==> src/include/asr_pkg.sv <==
package asr_pkg;

    // =========================================================
    // Result format
    localparam int          ASR_RES_BITS      = 16;
    localparam logic [15:0] ASR_CODE_MAX      = 16'hFFFF;
    localparam logic [15:0] ASR_CODE_MIN      = 16'h0000;
    localparam logic [15:0] ASR_RESULT_RST    = 16'h0000;
    localparam int          ASR_MSB_POS       = 15;
    localparam int          ASR_CHAIN_DELAY   = 16;

    // =========================================================
    // Timing
    localparam int          ASR_CLK_MHZ       = 50;
    localparam int          ASR_TCONV_NS      = 1600;
    // Conversion time is a longest time, so it rounds down
    localparam int          ASR_TCONV_CYC     = (ASR_TCONV_NS * ASR_CLK_MHZ) / 1000;
    localparam logic [6:0]  ASR_TCONV_CNT     = 7'(ASR_TCONV_CYC);

    // =========================================================
    // Modes
    typedef enum logic {ASR_MODE_CHAIN, ASR_MODE_SELECT} asr_mode_t;
    typedef enum logic [1:0] {ASR_IDLE, ASR_CONVERT, ASR_READY} asr_state_t;

endpackage

==> src/asr_readout.sv <==
`timescale 1ns/1ps

module asr_readout
    import asr_pkg::*;
(
    input  wire logic        clock,
    input  wire logic        rst_n,
    input  wire logic        convert_start_in,
    input  wire logic        shift_clk_in,
    input  wire logic        mode_select_chain_in,
    input  wire logic [16:0] analog_sample_in,
    output logic             serial_result_out,
    output logic             serial_result_oe_n,
    output logic             conv_busy
);

    // =========================================================
    // Pin synchronisers
    logic [1:0] cnv_sync_reg;
    logic [1:0] sck_sync_reg;
    logic [1:0] sdi_sync_reg;
    logic       cnv_prev_reg;
    logic       sck_prev_reg;

    always_ff @(posedge clock)
    begin
        if (!rst_n)
        begin
            cnv_sync_reg <= 2'h0;
            sck_sync_reg <= 2'h0;
            sdi_sync_reg <= 2'h3;
            cnv_prev_reg <= 1'b0;
            sck_prev_reg <= 1'b0;
        end
        else
        begin
            cnv_sync_reg <= {cnv_sync_reg[0], convert_start_in};
            sck_sync_reg <= {sck_sync_reg[0], shift_clk_in};
            sdi_sync_reg <= {sdi_sync_reg[0], mode_select_chain_in};
            cnv_prev_reg <= cnv_sync_reg[1];
            sck_prev_reg <= sck_sync_reg[1];
        end
    end

    logic cnv_s;
    logic sdi_s;
    logic cnv_rise;
    logic sck_rise;
    logic sck_fall;
    assign cnv_s    = cnv_sync_reg[1];
    assign sdi_s    = sdi_sync_reg[1];
    assign cnv_rise = cnv_s && !cnv_prev_reg;
    assign sck_rise = sck_sync_reg[1] && !sck_prev_reg;
    assign sck_fall = !sck_sync_reg[1] && sck_prev_reg;

    // =========================================================
    // Result coding: bit 16 of the sample flags over or under range
    function automatic logic [15:0] asr_clamp(input logic [16:0] s);
        logic [15:0] r;
        r = s[15:0];
        if (s[16])
        begin
            r = s[15] ? ASR_CODE_MIN : ASR_CODE_MAX;
        end
        return r;
    endfunction

    // =========================================================
    // Conversion sequencing
    asr_state_t state_reg;
    asr_mode_t  mode_reg;
    logic [6:0] conv_cnt_reg;
    logic [15:0] result_reg;

    always_ff @(posedge clock)
    begin
        if (!rst_n)
        begin
            mode_reg <= ASR_MODE_SELECT;
        end
        else if (cnv_rise)
        begin
            mode_reg <= sdi_s ? ASR_MODE_SELECT : ASR_MODE_CHAIN;
        end
    end

    // Counts the internal clock only, so the shift clock may idle
    always_ff @(posedge clock)
    begin
        if (!rst_n)
        begin
            state_reg    <= ASR_IDLE;
            conv_cnt_reg <= 7'h00;
            result_reg   <= ASR_RESULT_RST;
            conv_busy    <= 1'b0;
        end
        else if (cnv_rise)
        begin
            state_reg    <= ASR_CONVERT;
            conv_cnt_reg <= ASR_TCONV_CNT - 7'h01;
            conv_busy    <= 1'b1;
        end
        else
        begin
            unique case (state_reg)
                ASR_IDLE:
                begin
                    conv_busy <= 1'b0;
                end
                ASR_CONVERT:
                begin
                    if (conv_cnt_reg == 7'h00)
                    begin
                        result_reg <= asr_clamp(analog_sample_in);
                        state_reg  <= ASR_READY;
                        conv_busy  <= 1'b0;
                    end
                    else
                    begin
                        conv_cnt_reg <= conv_cnt_reg - 7'h01;
                    end
                end
                ASR_READY:
                begin
                    conv_busy <= 1'b0;
                end
            endcase
        end
    end

    // =========================================================
    // Output enable
    logic sel_en;
    logic out_en;
    // In chain mode the host reads with convert high
    assign sel_en = (mode_reg == ASR_MODE_SELECT) ? (!cnv_s || !sdi_s) : cnv_s;
    assign out_en = sel_en && (state_reg == ASR_READY);

    // =========================================================
    // Shift path: result first, then upstream chain bits
    logic [15:0] shift_reg;
    logic        was_en_reg;
    logic        sck_hi_seen_reg;

    always_ff @(posedge clock)
    begin
        if (!rst_n)
        begin
            shift_reg          <= ASR_RESULT_RST;
            was_en_reg         <= 1'b0;
            serial_result_out  <= 1'b0;
            serial_result_oe_n <= 1'b1;
            sck_hi_seen_reg    <= 1'b0;
        end
        else
        begin
            was_en_reg         <= out_en;
            serial_result_oe_n <= !out_en;
            if (out_en && !was_en_reg)
            begin
                shift_reg         <= result_reg;
                serial_result_out <= result_reg[ASR_MSB_POS];
                sck_hi_seen_reg   <= 1'b0;
            end
            else if (out_en)
            begin
                if (sck_rise)
                begin
                    sck_hi_seen_reg <= 1'b1;
                end
                // Chain input enters at the bottom, emerges 16 clocks on
                if (sck_fall && sck_hi_seen_reg)
                begin
                    shift_reg <= {shift_reg[14:0],
                        (mode_reg == ASR_MODE_CHAIN) ? sdi_s : 1'b0};
                    serial_result_out <= shift_reg[ASR_MSB_POS - 1];
                end
            end
        end
    end

    // Cycles since the last convert edge; saturates so the check fires once
    logic [6:0] chk_conv_age_reg;

    always_ff @(posedge clock)
    begin
        if (!rst_n)
        begin
            chk_conv_age_reg <= 7'h7F;
        end
        else if (cnv_rise)
        begin
            chk_conv_age_reg <= 7'h00;
        end
        else if (chk_conv_age_reg != 7'h7F)
        begin
            chk_conv_age_reg <= chk_conv_age_reg + 7'h01;
        end
    end
endmodule
==> config.mk <==
export PLATFORM = sky130hd
export DESIGN_NAME = asr_readout
export DESIGN_NICKNAME = d
export VERILOG_FILES = /design/src/include/asr_pkg.sv /design/src/asr_readout.sv
export SDC_FILE = /design/constraint.sdc
export NUM_CORES = 1
export LEC_CHECK = 0
export BUFFER_PORTS_ARGS = -buffer_cell sky130_fd_sc_hd__buf_4
export CORE_MARGIN = 2
export CORE_UTILIZATION = 29
export DETAILED_ROUTE_END_ITERATION = 16
export GPL_ROUTABILITY_DRIVEN = 0
export PLACE_DENSITY = 0.52
export SLEW_MARGIN = 20
export SYNTH_ARGS = -nofsm -noshare
export SYNTH_HDL_FRONTEND = slang
export SYNTH_SLANG_ARGS = --single-unit
==> constraint.sdc <==
create_clock -name clock -period 3.1 [get_ports clock]
set_input_delay 0.465 -clock clock [delete_from_list [all_inputs] [get_ports clock]]
set_output_delay 0.465 -clock clock [all_outputs]
set_load 0.01 [all_outputs]
==> impl_metrics.csv <==
group,metric,value,unit
run_status,outcome,"completed",
timing,slew_headroom,0.3673,
floorplan,die_y,92.35,µm
synthesis,syn_area,2263,µm²
cts,clock-sinks,54,
synthesis,synth-compound-area-share,0.2819,
cts,clk_pin_slew_worst_paths,0.09,ns
detailed_routing,routed_wl,4622,µm
setup_path,r2r-end,"result_reg[9]",
power_and_ir_drop,peakVddDrop,0.0002360,V
detailed_routing,drtIter0Drc,103,
setup_path,cp-endpoint,"result_reg[9]",
cells_and_area,drive_gt1_frac,0.2151,
timing,maxClockFrequency,466.7,MHz
synthesis,synthArstFlopShare,0,
floorplan,io_pins,25,
cts,clk_latency,0.29,ns
detailed_routing,num_vias,1700,
worst_hold_path,hold_class,"in2reg",
cells_and_area,area_delta_synth_final,14.32,%
synthesis,synth_edf_count,0,
timing,grt_setup_unrepaired,"false",
timing,tightest_slew,0.9455,ns
cells_and_area,multi_input_area,1066,µm²
cts,cts_tree,"yes",
power_and_ir_drop,leakagePower,0.0009151,µW
global_route,globalRouteTotalUtil,0.1146,
synthesis,synth_cells,234,
cts,cts_resized,0,
placement,port_buffers,24,
synthesis,synth.avg_cell_area,9.673,µm²
setup_path,rr_worst_depth,7,
synthesis,ys_ff_latch,54,
cts,htree_levels,2,
timing,final-hold-violation-count,0,
setup_path,timing.critical_path.from,"conv_cnt_reg[0]",
setup_path,reg2reg_slack,0.96,ns
setup_path,path_class,"reg2reg",
synthesis,synth_xor_area_frac,0.007739,
setup_path,r2r_start,"conv_cnt_reg[0]",
power_and_ir_drop,p_per_area,488.8,nW/µm²
cells_and_area,postLayoutCellArea,2587,µm²
setup_path,start_kind,"flop",
cells_and_area,diodes,0,
timing,setup_viol,0,
cts,cts_hold_buf,0,
global_route,grt_overflow,0,
synthesis,ys_warn_count,0,
floorplan,start_util,0.2960,
floorplan,rows,32,
timing,setup_tns,0,ns
cells_and_area,largest_reg_flops,16,
floorplan,die_w,92.35,µm
detailed_routing,ant_nets,0,
synthesis,yosys.area_share.adder,0.005528,
cells_and_area,final_cell_count_no_fill,353,
synthesis,synth_cell_type_count,38,
global_route,grt_pass1_wl,7914,µm
placement,post-place-ws,0.9848,ns
detailed_routing,drc,0,
global_route,antenna_found_initial,0,
cells_and_area,final_cell_mix,"dfxtp_1, buf_4, a21oi_1, nor2_1, a31oi_1",
setup_path,arrival,2.35,ns
placement,place_inst,346,
flow_run,max_cap_viol_count,0,
synthesis,synth-simple-area-share,0.1758,
synthesis,ys_seq_area_frac,0.4776,
floorplan,die_area,8528,µm²
cells_and_area,fillerInstances,800,
cts,postCtsSetupBuffers,0,
placement,dp_hpwl,3034,µm
synthesis,synthMuxAreaShare,0,
synthesis,synth_top_family_by_area,"compound AO/OA/AOI/OAI gates",
cells_and_area,final_common_cell,"dfxtp_1",
detailed_routing,wire_per_inst,13.09,µm
floorplan,core-area,7647,µm²
synthesis,synth-main-ff-cell,"dfxtp_1",
cts,clockBufferDepth,2,
setup_path,endpoint_kind,"flop",
placement,placed_area,2511,µm²
timing,fin_crit_sh,0.6912,
cts,cts.root.buffer_cell,"clkbuf_8",
synthesis,syn_nets,257,
detailed_routing,detail_route.vias_per_cell,4.816,
cts,cts_buffers,5,
timing,skew,0.006249,ns
global_route,grt_start_max_net_pins,35,
cells_and_area,layout.nets,274,
timing,slew_violations,0,
detailed_routing,drtPass1Iterations,5,
timing,setup_slack,0.9572,ns
timing,fin_crit,2.143,ns
setup_path,cp.required,3.31,ns
cells_and_area,regArea,1081,µm²
global_route,grt_pass1_vias,1656,
setup_path,crit_fanout,33,
cells_and_area,final_util,0.3384,
-- worst max-delay path: stages (launching register included) --
cell	delay [ns]
dfxtp_1	0.34
inv_1	0.06
ha_1	0.18
or3b_1	0.48
nor4_4	0.28
buf_4	0.40
nor2_1	0.07
a211oi_1	0.23
-- kinds of logic after synthesis --
| kind of cell | Yosys count |
|---|---|
| xor gates and xnor gates | 2 |
| buffers and inverters | 25 |
| AOI/OAI and AO/OA | 82 |
| DFF | 54 |
| and+or+nand+nor | 70 |
| adders and majority gates | 1 |
-- worst min-delay path by stage --
stage | startpoint | depth (start not counted) | to
3_3_place_gp | sdi_sync_reg[0] | 1 | sdi_sync_reg[1]
6_report | mode_select_chain_in | 2 | sdi_sync_reg[0]
2_1_floorplan | sdi_sync_reg[0] | 1 | sdi_sync_reg[1]
3_5_place_dp | sdi_sync_reg[0] | 1 | sdi_sync_reg[1]
5_1_grt | mode_select_chain_in | 2 | sdi_sync_reg[0]
4_1_cts | mode_select_chain_in | 2 | sdi_sync_reg[0]
-- stage by stage --
step	hold slack, ns	power [µW]
2_1_floorplan	0.3863	873.4
3_3_place_gp	0.3971	917.3
3_5_place_dp	0.3928	918.7
4_1_cts	0.3363	1284
5_1_grt	0.3415	1328
6_report	0.3454	1265
-- Yosys cell counts (all sizes together) (2+ instances only) --
library cell   n  area (µm²)
clkbuf        12       45.04
inv            6       22.52
a31oi         18       112.6
xnor2          2       17.52
o21ai          2       10.01
nand2b         6       37.54
nand2          4       15.01
dfxtp         54        1081
o2bb2ai       15       131.4
nor2b         16       100.1
and2           6       37.54
nand3          3       15.01
or3b           2       17.52
buf            6       45.04
nor3           5       25.02
a21oi         21       105.1
a211oi        18       200.2
o21ba          2       20.02
nor2          22       90.09
-- power by group --
part | internal (µW) | switching (µW) | leakage, µW
Combinational | 72.8 | 91.7 | 0.000438
Clock | 156 | 207 | 0.0000383
Sequential | 721 | 16.1 | 0.000439
Total | 950 | 315 | 0.000915
-- layer usage --
layer	wire [µm]	up-vias	track usage
li1	-	886	-
met1	2265	790	0.1504
met2	2177	22	0.1910
met3	158	2	0.02766
met4	20	0	0.02612
met5	0	-	0
-- layout make-up --
class / count / area share
Sequential cell: 54 / 0.4178
Multi-Input combinational cell: 155 / 0.4120
Inverter: 7 / 0.01015
Timing Repair Buffer: 28 / 0.08124
Tap cell: 102 / 0.04932
Clock buffer: 7 / 0.02950
Note: power is estimated with default switching activity, not from simulation.
